### src/rtl/sro_pkg.sv
`default_nettype none

package sro_pkg;

    // ----------------------------------------------------------------
    // character geometry
    // ----------------------------------------------------------------
    localparam int unsigned CHAR_MAX = 8;
    localparam int unsigned HOLD_W = 9;
    localparam int unsigned PARITY_POS = 8;
    localparam logic [3:0] CHAR_LEN_MIN = 4'h5;
    localparam logic [3:0] CHAR_LEN_MAX = 4'h8;
    localparam logic [7:0] FULL_MASK = 8'hFF;

    // ----------------------------------------------------------------
    // reset values
    // ----------------------------------------------------------------
    localparam logic [8:0] HOLD_RESET = 9'h1FF;
    localparam logic [7:0] MATCH_RESET = 8'h00;
    localparam logic [1:0] LEN_SEL_RESET = 2'h3;
    localparam logic PARITY_OFF_RESET = 1'b1;
    localparam logic EVEN_SEL_RESET = 1'b0;

    // ----------------------------------------------------------------
    // pin synchroniser
    // ----------------------------------------------------------------
    localparam int unsigned SYNC_STAGES = 2;
    localparam int unsigned PIN_W = 3;
    localparam int unsigned PIN_CLK = 2;
    localparam int unsigned PIN_DATA = 1;
    localparam int unsigned PIN_HUNT = 0;

    // ----------------------------------------------------------------
    // receiver framing states
    // ----------------------------------------------------------------
    typedef enum logic [2:0] {
        ST_IDLE = 3'b001,
        ST_HUNT = 3'b010,
        ST_SYNC = 3'b100
    } sro_state_type;

endpackage

`default_nettype wire

### src/rtl/sro_pin_sync.sv
`timescale 1ns/100ps
`default_nettype none

module sro_pin_sync #(
    parameter int unsigned WIDTH = 1,
    parameter int unsigned STAGES = 2
) (
    // clock and reset
    input wire logic ref_clk,
    input wire logic rst,
    // asynchronous pins and their synchronised copies
    input wire logic [WIDTH-1:0] pin_in,
    output logic [WIDTH-1:0] pin_sync
);

    // ----------------------------------------------------------------
    // one flip-flop chain per pin
    // ----------------------------------------------------------------
    if (STAGES < 2) begin : g_bad_stages
        $error("sro_pin_sync needs at least two stages");
    end

    for (genvar i = 0; i < WIDTH; i++) begin : g_bit
        logic [STAGES-1:0] chain_q;
        // only the last stage is read outside the chain
        always_ff @(posedge ref_clk or posedge rst) begin
            if (rst) begin
                chain_q <= '0;
            end else begin
                chain_q <= {chain_q[STAGES-2:0], pin_in[i]};
            end
        end
        assign pin_sync[i] = chain_q[STAGES-1];
    end

endmodule

`default_nettype wire

### src/rtl/sro_receiver.sv
// Functional notes
// - short characters come out right-justified, unused upper bits low.
// - character in parallel on holding outputs, parity bit on ninth line.
// - holding outputs driven only while chip_disable is low.
// - parity_off high checks none; else even_parity_select picks even/odd.
// - host presents parity settings and pulses load; device captures them.
// - parity checked on the bit after the last data bit.
// - low error_flags_clear resets parity error and overrun flags.
// - low received_flag_clear resets the data-received flag.
// - data-received rises when a character enters the holding register.
// - first sync found raises match flag but not data-received.
// - transfer and data-received update at middle of final bit.
// - settings and clear inputs ignored while chip_disable is high.
// - overrun set when new character lands while data-received still set.
// - sync hunt rise starts search; fall drops sync, holding transparent.
// - match flag raised at last bit when character equals match value.
// - master clear idles, holding all ones, clears match and flags.
`timescale 1ns/100ps
`default_nettype none

module sro_receiver (
    // clock and reset
    input wire logic ref_clk,
    input wire logic rst,
    // serial link pins
    input wire logic rx_clk_pin,
    input wire logic rx_data_pin,
    input wire logic sync_hunt_input,
    // host control
    input wire logic master_clear,
    input wire logic chip_disable,
    input wire logic parity_off,
    input wire logic even_parity_select,
    input wire logic [1:0] char_len_select,
    input wire logic control_load,
    input wire logic [7:0] match_char_in,
    input wire logic match_load,
    input wire logic error_flags_clear_n,
    input wire logic received_flag_clear_n,
    // holding register outputs
    output logic [8:0] rx_holding_data,
    output logic rx_holding_data_oe,
    // status flags
    output logic char_received_flag,
    output logic parity_error_flag,
    output logic overrun_flag,
    output logic match_flag
);

    // ----------------------------------------------------------------
    // pin synchronisers and edge detection
    // ----------------------------------------------------------------
    logic [sro_pkg::PIN_W-1:0] pins_raw;
    logic [sro_pkg::PIN_W-1:0] pins_s;
    logic link_clk_s;
    logic link_data_s;
    logic hunt_s;
    logic link_clk_prev_q;
    logic hunt_prev_q;
    logic bit_strobe;
    logic hunt_rise;
    logic hunt_fall;

    assign pins_raw = {rx_clk_pin, rx_data_pin, sync_hunt_input};

    sro_pin_sync #(
        .WIDTH(sro_pkg::PIN_W),
        .STAGES(sro_pkg::SYNC_STAGES)
    ) u_pin_sync (
        .ref_clk(ref_clk),
        .rst(rst),
        .pin_in(pins_raw),
        .pin_sync(pins_s)
    );

    assign link_clk_s = pins_s[sro_pkg::PIN_CLK];
    assign link_data_s = pins_s[sro_pkg::PIN_DATA];
    assign hunt_s = pins_s[sro_pkg::PIN_HUNT];

    always_ff @(posedge ref_clk or posedge rst) begin
        if (rst) begin
            link_clk_prev_q <= 1'b0;
            hunt_prev_q <= 1'b0;
        end else begin
            link_clk_prev_q <= link_clk_s;
            hunt_prev_q <= hunt_s;
        end
    end

    // the falling link clock edge sits in the middle of each bit
    assign bit_strobe = link_clk_prev_q & ~link_clk_s;
    assign hunt_rise = ~hunt_prev_q & hunt_s;
    assign hunt_fall = hunt_prev_q & ~hunt_s;

    // ----------------------------------------------------------------
    // control register
    // ----------------------------------------------------------------
    logic parity_off_q;
    logic even_sel_q;
    logic [1:0] len_sel_q;
    logic host_enabled;

    assign host_enabled = ~chip_disable;

    // gated control load
    // master clear leaves these alone on purpose
    always_ff @(posedge ref_clk or posedge rst) begin
        if (rst) begin
            parity_off_q <= sro_pkg::PARITY_OFF_RESET;
            even_sel_q <= sro_pkg::EVEN_SEL_RESET;
            len_sel_q <= sro_pkg::LEN_SEL_RESET;
        end else if (control_load && host_enabled) begin
            parity_off_q <= parity_off;
            even_sel_q <= even_parity_select;
            len_sel_q <= char_len_select;
        end
    end

    // ----------------------------------------------------------------
    // character length helpers
    // ----------------------------------------------------------------
    logic [3:0] char_len;
    logic [3:0] char_last;
    logic [3:0] justify_amt;
    logic [7:0] len_mask;
    logic par_en;

    assign char_len = sro_pkg::CHAR_LEN_MIN + {2'b00, len_sel_q};
    assign char_last = char_len - 4'h1;
    assign justify_amt = sro_pkg::CHAR_LEN_MAX - char_len;
    assign len_mask = sro_pkg::FULL_MASK >> justify_amt;
    assign par_en = ~parity_off_q;

    // ----------------------------------------------------------------
    // match register
    // ----------------------------------------------------------------
    logic [7:0] match_q;

    always_ff @(posedge ref_clk or posedge rst) begin
        if (rst) begin
            match_q <= sro_pkg::MATCH_RESET;
        end else if (master_clear) begin
            match_q <= sro_pkg::MATCH_RESET;
        end else if (match_load && host_enabled) begin
            match_q <= match_char_in & len_mask;
        end
    end

    // ----------------------------------------------------------------
    // framing state
    // ----------------------------------------------------------------
    sro_pkg::sro_state_type state_q;
    logic [3:0] cnt_q;
    logic skip_q;
    logic [7:0] shift_q;
    logic [7:0] shift_nx;
    logic [7:0] char_nx;
    logic [7:0] char_done;
    logic [7:0] xfer_data;
    logic par_slot;
    logic last_bit;
    logic hunt_hit;
    logic xfer_ev;
    logic xfer_match;
    logic xfer_parity;
    logic par_err;

    assign shift_nx = {link_data_s, shift_q[7:1]};
    assign char_nx = shift_nx >> justify_amt;
    assign char_done = shift_q >> justify_amt;

    // parity slot after the data bits
    assign par_slot = par_en && (cnt_q == char_len);
    assign last_bit = par_en ? (cnt_q == char_len) : (cnt_q == char_last);

    assign hunt_hit = (state_q == sro_pkg::ST_HUNT) && bit_strobe
        && (char_nx == (match_q & len_mask));
    // transfer at middle of final bit
    assign xfer_ev = (state_q == sro_pkg::ST_SYNC) && bit_strobe
        && !skip_q && last_bit;
    assign xfer_data = par_slot ? char_done : char_nx;
    assign xfer_parity = par_slot ? link_data_s : 1'b0;
    assign xfer_match = (xfer_data == (match_q & len_mask));
    assign par_err = (^{xfer_data, link_data_s}) ^ ~even_sel_q;

    always_ff @(posedge ref_clk or posedge rst) begin
        if (rst) begin
            state_q <= sro_pkg::ST_IDLE;
        end else if (master_clear || hunt_fall) begin
            state_q <= sro_pkg::ST_IDLE;
        end else if (hunt_rise) begin
            state_q <= sro_pkg::ST_HUNT;
        end else begin
            case (state_q)
                sro_pkg::ST_IDLE: begin
                    state_q <= sro_pkg::ST_IDLE;
                end
                sro_pkg::ST_HUNT: begin
                    if (hunt_hit) begin
                        state_q <= sro_pkg::ST_SYNC;
                    end
                end
                sro_pkg::ST_SYNC: begin
                    state_q <= sro_pkg::ST_SYNC;
                end
                default: begin
                    state_q <= sro_pkg::ST_IDLE;
                end
            endcase
        end
    end

    // sync character's own parity bit is skipped, not transferred
    always_ff @(posedge ref_clk or posedge rst) begin
        if (rst) begin
            cnt_q <= 4'h0;
            skip_q <= 1'b0;
        end else if (master_clear || state_q != sro_pkg::ST_SYNC) begin
            cnt_q <= 4'h0;
            skip_q <= hunt_hit && par_en;
        end else if (bit_strobe) begin
            if (skip_q) begin
                skip_q <= 1'b0;
            end else if (last_bit) begin
                cnt_q <= 4'h0;
            end else begin
                cnt_q <= cnt_q + 4'h1;
            end
        end
    end

    // data bits shift lsb first; parity bit stays out of the shifter
    always_ff @(posedge ref_clk or posedge rst) begin
        if (rst) begin
            shift_q <= sro_pkg::MATCH_RESET;
        end else if (master_clear) begin
            shift_q <= sro_pkg::MATCH_RESET;
        end else if (bit_strobe && !par_slot && !skip_q) begin
            shift_q <= shift_nx;
        end
    end

    // ----------------------------------------------------------------
    // holding register
    // ----------------------------------------------------------------
    // holding set to all ones on reset and master clear, else loaded from the shifter
    always_ff @(posedge ref_clk or posedge rst) begin
        if (rst) begin
            rx_holding_data <= sro_pkg::HOLD_RESET;
        end else if (master_clear) begin
            rx_holding_data <= sro_pkg::HOLD_RESET;
        end else if (state_q != sro_pkg::ST_SYNC && bit_strobe) begin
            rx_holding_data <= {1'b0, char_nx};
        end else if (xfer_ev) begin
            rx_holding_data <= {xfer_parity, xfer_data};
        end
    end

    always_ff @(posedge ref_clk or posedge rst) begin
        if (rst) begin
            rx_holding_data_oe <= 1'b0;
        end else begin
            rx_holding_data_oe <= host_enabled;
        end
    end

    // ----------------------------------------------------------------
    // status flags
    // ----------------------------------------------------------------
    logic clr_err;
    logic clr_dr;

    assign clr_err = ~error_flags_clear_n & host_enabled;
    assign clr_dr = ~received_flag_clear_n & host_enabled;

    always_ff @(posedge ref_clk or posedge rst) begin
        if (rst) begin
            char_received_flag <= 1'b0;
        end else if (master_clear || clr_dr) begin
            char_received_flag <= 1'b0;
        end else if (xfer_ev) begin
            char_received_flag <= 1'b1;
        end
    end

    // overrun flag
    // the lost character is simply overwritten in the holding register
    always_ff @(posedge ref_clk or posedge rst) begin
        if (rst) begin
            overrun_flag <= 1'b0;
        end else if (master_clear || clr_err) begin
            overrun_flag <= 1'b0;
        end else if (xfer_ev && char_received_flag) begin
            overrun_flag <= 1'b1;
        end
    end

    always_ff @(posedge ref_clk or posedge rst) begin
        if (rst) begin
            parity_error_flag <= 1'b0;
        end else if (master_clear || clr_err) begin
            parity_error_flag <= 1'b0;
        end else if (xfer_ev && par_en && par_err) begin
            parity_error_flag <= 1'b1;
        end
    end

    always_ff @(posedge ref_clk or posedge rst) begin
        if (rst) begin
            match_flag <= 1'b0;
        end else if (master_clear) begin
            match_flag <= 1'b0;
        end else if (hunt_hit) begin
            match_flag <= 1'b1;
        end else if (xfer_ev) begin
            match_flag <= xfer_match;
        end
    end

endmodule

`default_nettype wire

### config.mk
export PLATFORM = sky130hd
export DESIGN_NAME = sro_receiver
export DESIGN_NICKNAME = d
export VERILOG_FILES = /design/src/rtl/sro_pkg.sv /design/src/rtl/sro_pin_sync.sv /design/src/rtl/sro_receiver.sv
export SDC_FILE = /design/constraint.sdc
export NUM_CORES = 1
export LEC_CHECK = 0
export ABC_AREA = 1
export BUFFER_PORTS_ARGS = -buffer_cell sky130_fd_sc_hd__buf_4
export CORE_MARGIN = 2
export CORE_UTILIZATION = 45
export DETAILED_ROUTE_END_ITERATION = 10
export HOLD_SLACK_MARGIN = 0.05
export PLACE_DENSITY = 0.74
export SYNTH_ARGS = -nofsm -noshare
export SYNTH_HDL_FRONTEND = slang
export SYNTH_SLANG_ARGS = --single-unit
### constraint.sdc
create_clock -name ref_clk -period 3.12 [get_ports ref_clk]
set_input_delay 0.312 -clock ref_clk [delete_from_list [all_inputs] [get_ports ref_clk]]
set_output_delay 0.312 -clock ref_clk [all_outputs]
set_load 0.02 [all_outputs]
# [Yosys cells after proc, flatten, opt, wreduce, memory -nomap -nowiden]
# Index checks and enable logic that the tools add are counted.
# W data, S select, Z words.
[classes] n_addsub=4 n_eq_ne=9 n_shift=3 mux=29 n_bitwise=16 n_reduce_logical=31
[ops] operator="$mux W8" count=5
[ops] operator="$mux W9" count=3
[ops] operator="$and A8 B8 Y8" count=2
[ops] operator="$eq A8 B8 Y1" count=2
[ops] operator="$mux W4" count=4
[ops] operator="$shr A8 B4 Y8" count=2
[ops] operator="$logic_and A1 B1 Y1" count=15
[ops] operator="$mux W1" count=13
[ops] operator="$reduce_bool A2 Y1" count=6
[ops] operator="$mux W3" count=3
[ops] operator="$reduce_xor A9 Y1" count=1
[ops] operator="$eq A4 B4 Y1" count=2
[ops] operator="$not A1 Y1" count=8
[ops] operator="$shr A8 B4 Y8 const A" count=1
[ops] operator="$pmux W3 S2" count=1
[ops] operator="$reduce_bool A3 Y1" count=2
[ops] operator="$and A1 B1 Y1" count=5
[ops] operator="$add A3 B2 Y4 const A" count=1
[ops] operator="$add A4 B1 Y4 const B" count=1
[ops] operator="$logic_or A1 B1 Y1" count=4
[ops] operator="$ne A4 B3 Y1 const B" count=1
[ops] operator="$sub A4 B1 Y4 const B" count=1
[ops] operator="$sub A4 B4 Y4 const A" count=1
[ops] operator="$eq A3 B2 Y1 const B" count=1
[ops] operator="6 further kinds" count=7
[totals] regBits=50

# [Logic depth before layout (Yosys ltp)]
[depth] ltp_word=10 mapped_depth=22 depth_no_buf=20

# [By module]
# From an unflattened synthesis, not the netlist that was laid out.
[hier_totals] cells_unflattened=468 area_unflattened_um2=3324.4
[modules_own_cells] mod="sro_receiver" n_inst=1 cells_each=458 area_per_inst_um2=3148.0 seq_area_each_um2=1117.3
[modules_own_cells] mod="sro_pin_sync" n_inst=1 cells_each=10 area_per_inst_um2=176.4 seq_area_each_um2=150.1

# [Worst setup path after synthesis]
# Ideal clock, no wire load.
[synth_timing] kind="register -> register" startpoint="register len_sel_q[0]" endpoint="register parity_error_flag" setup_ns=0.129 arrival_ns=2.459 required_ns=2.991 path_slack_ns=0.532 stages_incl_launch_ff=22 period_less_slack_ns=2.588 cell_sequence="dfstp_2 buf_4 inv_4 buf_4 ha_1 nand2_1 inv_2 nor2_2 buf_6 nor2_1 nor2_2 nand2_2 nand2_1 nand2_1 nand2_1 nand3_1 nand2_1 nand2_1 nand2_1 nand2_1 nand3_1 a21oi_1"
[synth_between] elab_chain_cells=8 elab_cells_between_ends=16
[synth_lines] item="start: declaration" line="sro_receiver.sv:100" source="logic [1:0] len_sel_q;"
[synth_lines] item="start signal: assignment" line="sro_receiver.sv:111" source="len_sel_q <= sro_pkg::LEN_SEL_RESET;"
[synth_lines] item="start signal: assignment" line="sro_receiver.sv:115" source="len_sel_q <= char_len_select;"
[synth_lines] item="$add A3 B2 Y4 (*)" line="sro_receiver.sv:128" source="assign char_len = sro_pkg::CHAR_LEN_MIN + {2'b00, len_sel_q};"
[synth_lines] item="$sub A4 B4 Y4 (tied with other cells)" line="sro_receiver.sv:130" source="assign justify_amt = sro_pkg::CHAR_LEN_MAX - char_len;"
[synth_lines] item="$shr A8 B4 Y8 (tied with other cells)" line="sro_receiver.sv:169" source="assign char_nx = shift_nx >> justify_amt;"
[synth_lines] item="$mux W8 or $mux W1 (tied branches)" line="sro_receiver.sv:181, sro_receiver.sv:174"
[synth_lines] item="$reduce_xor A9 Y1 or $logic_and A1 B1 Y1 (tied branches)" line="sro_receiver.sv:184, sro_receiver.sv:180"
[synth_lines] item="$xor A1 B1 Y1 or $logic_and A1 B1 Y1 (tied branches)" line="sro_receiver.sv:184, sro_receiver.sv:303"
[synth_lines] item="$logic_and A1 B1 Y1 (*)" line="sro_receiver.sv:303" source="end else if (xfer_ev && par_en && par_err) begin"
[synth_lines] item="$reduce_bool A2 Y1 (no source line) (*)"
[synth_lines] item="end signal: assignment" line="sro_receiver.sv:300" source="parity_error_flag <= 1'b0;"
[synth_lines] item="end signal: assignment" line="sro_receiver.sv:302" source="parity_error_flag <= 1'b0;"
[synth_lines] item="end signal: assignment" line="sro_receiver.sv:304" source="parity_error_flag <= 1'b1;"
[synth_lines] item="end: declaration" line="sro_receiver.sv:45" source="output logic parity_error_flag,"
# Mark *: on every way between the ends. The rest lies on a longest branch, timed or not.
# A chain may end at the register's enable or synchronous reset.

# [Worst setup path after layout]
# Ends and elaborated chain as after synthesis.

==> results.py <==
metrics = {
    "floorplanning": {
        "die-width_um": 90.2,
        "die-area_sq_um": 8140,
        "fp.dieH_um": 90.2,
        "coreArea_sq_um": 7210,
        "start_util_pct": 46.4,
        "io_pins": 37,
        "num_rows": 31,
    },
    "routing": {
        "drtIter0Drc": 256,
        "vias": 3231,
        "wl_mm": 8.79,
        "route.detailed.drc": 0,
        "wl_per_cell_um": 14.3,
        "drtAntennaViolNets": 0,
        "vias_per_cell": 5.27,
        "drtPass1Iterations": 5,
    },
    "pwr": {
        "pwr-share-comb_pct": 34.0,
        "switching_power_mw": 0.669,
        "internal_power_mw": 1.14,
        "p_leak_nw": 1.92,
        "swShare_pct": 36.9,
        "clock_power_share_pct": 25.8,
        "p_per_area_nw_per_um2": 476,
        "p_seq_share_pct": 40.2,
        "irDropWorstVdd_v": 0.000261,
    },
    "cells_and_area": {
        "num-nets-final": 541,
        "diodes": 0,
        "drive_gt1_share_pct": 19.6,
        "fin_area_sq_um": 3800,
        "synthToLayoutAreaGrowth_pct": 13.6,
    },
    "critical_path": {
        "path_common_cell": "nand2_1",
        "cp_max_fo": 17,
        "r2r-end": "parity_error_flag",
        "crit_path_start_kind": "flip-flop",
        "path_class": "flip-flop to flip-flop",
        "r2r_start": "len_sel_q[0]",
        "end_kind": "flip-flop",
        "r2r_slack_ns": 0.36,
        "required_ns": 3.32,
        "critPathArrivalTime_ns": 2.96,
        "path_cells": "inv_4 > ha_1 > inv_2 > nand2_1 > nand2_2 > nand2_1 > nand2_1 > o21ai_2 > nand2_1 > nand2_1 > nand2_1 > nand2_1 > nand2_1 > nand2_1 > nand2_1 > nand3_1 > a21oi_1",
        "cpPeakStageDelay_ns": 0.57,
        "crit_slowest_cell": "dfstp_2",
        "reg2reg_depth": 17,
    },
    "global_routing": {
        "antenna_found_initial": 0,
        "grt_max_degree": 51,
        "grt_usage_pct": 22.4,
        "overflow": 0,
        "grt_pass1_vias": 3043,
        "grt_pass1_wl_mm": 14.7,
    },
    "clocking": {
        "cts_hold_buf": 0,
        "cts_tree": "built",
        "h-tree-depth": 2,
        "root_buffer": "clkbuf_8",
        "cts_resized": 0,
        "cts_setup_buffers": 0,
        "clk_pin_slew_ns": 0.10,
        "cts_buffers": 5,
        "clkLatencyLatePin_ns": 0.31,
        "cts_buffer_depth": 2,
        "numClockSinks": 50,
    },
    "sta": {
        "report.final.slew_viol_count": 0,
        "rsz0062_at_grt": "false",
        "fin_crit_ns": 2.76,
        "worst_slew_margin_rel_pct": 32.1,
        "hold_viol": 0,
        "fmax_ghz": 0.363,
        "setup_tns_ns": 0,
        "worst_slack_ns": 0.363,
        "post-route-period-util_pct": 88.4,
        "setup_viol": 0,
        "final.setup_skew_ns": 0.0123,
        "tightest_slew_ns": 1.02,
    },
    "placement": {
        "postPlaceCellArea_sq_um": 3680,
        "portBuffers": 36,
        "dp_slack_ns": 0.267,
        "gp_congestion": 0.971,
        "hpwl_mm": 6.64,
    },
    "run": {
        "max_cap_violations": 0,
    },
    "logic_synthesis": {
        "syn_inst": 478,
        "seq_area_frac_synth_pct": 37.9,
        "ys.warnings.count": 0,
        "synth-seq-cells": 50,
        "synth_edf_count": 0,
        "synth_top_area_share_pct": 27.7,
        "dominantRegCellSynth": "dfrtp_1",
        "synth_area_leaders": "dfrtp_1 (28%), nand2_1 (18%), dfstp_2 (10%), nand3_1 (5.2%), inv_1 (5.2%)",
        "yosys-top-cells-count": "nand2_1 (163), inv_1 (46), dfrtp_1 (37)",
        "synth_cell_type_count": 38,
        "async_flop_share_pct": 100,
        "synth_top_cell_by_area": "dfrtp_1",
        "synth_area_per_cell_sq_um": 7.00,
        "syn_nets": 506,
        "synth.cell_area_sq_um": 3350,
        "yosysMostFrequentCell": "nand2_1",
    },
    "min_path": {
        "hold_depth": 1,
        "hold_path_class": "input port to flip-flop",
        "holdCritStartpoint": "rx_data_pin",
        "min_to": "u_pin_sync.g_bit[1].chain_q[0]",
    },
    "outcome": {
        "status": "finished, final reports clean",
    },
}
==> critical path: cells and delay by family (launching register included) <==
family	cells	cell delay, ns
compound gates	2	0.39
fa+ha+maj	1	0.43
buf+inv	2	0.16
flops	1	0.57
simple gates	12	1.08
==> state kept, by name (all words and copies together) (netlist names) <==
| signal | cells |
|---|---|
| char_received_flag | 1 |
| cnt_q | 4 |
| even_sel_q | 1 |
| hunt_prev_q | 1 |
| len_sel_q | 2 |
| link_clk_prev_q | 1 |
| match_flag | 1 |
| match_q | 8 |
| overrun_flag | 1 |
| parity_error_flag | 1 |
| parity_off_q | 1 |
| rx_holding_data | 9 |
| rx_holding_data_oe | 1 |
| shift_q | 8 |
| skip_q | 1 |
| state_q | 3 |
| u_pin_sync.g_bit.chain_q | 6 |
==> per-stage QoR <==
stage	std cells	hold WS (ns)	total power, mW	utilization [%]
floorplan	478	0.331	1.19	-
global placement	605	0.334	1.33	51.1
detailed placement	605	0.339	1.34	51.1
CTS	613	0.0937	1.80	52.6
global route	613	0.0805	1.92	52.7
finish	613	0.0967	1.81	52.7
==> power groups by stage <==
stage | logic [mW] | registers, mW | clock network (mW)
finish | 0.616 | 0.727 | 0.468
global route | 0.690 | 0.732 | 0.502
CTS | 0.604 | 0.727 | 0.471
detailed placement | 0.601 | 0.739 | 0
global placement | 0.592 | 0.737 | 0
floorplan | 0.438 | 0.755 | 0
==> metal layers <==
metal	vias to the layer above	track usage, %	part of all wire [%]	wire length [um]
met3	27	3.60	5.9	520
met2	117	35.3	45	3940
met4	0	8.72	3.6	314
li1	1599	-	-	-
met5	-	0	0	0
met1	1488	31.1	46	4020
==> worst max path at each step <==
| stage | start | endpoint | slack [ns] | depth (start not counted) |
|---|---|---|---|---|
| 3_3_place_gp | len_sel_q[0] | parity_error_flag | 0.35 | 17 |
| 6_report | len_sel_q[0] | parity_error_flag | 0.36 | 17 |
| 5_1_grt | len_sel_q[0] | parity_error_flag | 0.04 | 17 |
| 2_1_floorplan | len_sel_q[0] | parity_error_flag | 0.53 | 21 |
| 3_5_place_dp | len_sel_q[0] | parity_error_flag | 0.27 | 17 |
| 4_1_cts | len_sel_q[0] | parity_error_flag | 0.24 | 18 |
==> cells in the final DEF (no fill, tap or decap), types with 13 or more instances in the layout <==
cell type	Yosys	routed
dfstp_2	13	13
nor2_1	36	36
o21ai_0	26	26
inv_1	46	45
buf_4	3	40
nand2_2	14	15
nand2_1	163	162
dfrtp_1	37	37
nand3_1	35	35
a21oi_1	20	20
==> final cells by class <==
type	count	area, sq um
fill	755	3410
multi-input combinational	360	1790
sequential	50	1270
timing repair buffer	40	300
inverter	56	213
tap	99	124
clock buffer	5	68.8
clock inverter	3	40.0
==> logic make-up after synthesis <==
group | after synthesis | synth area share, %
AO/OA/AOI/OAI | 65 | 11.1
adder cells (fa/ha/maj) | 5 | 1.87
flip-flops | 50 | 37.9
AND/OR/NAND/NOR | 279 | 37.3
XOR/XNOR | 11 | 2.88
buffers and inverters | 68 | 8.94
Note: power is estimated with default switching activity, not from simulation.
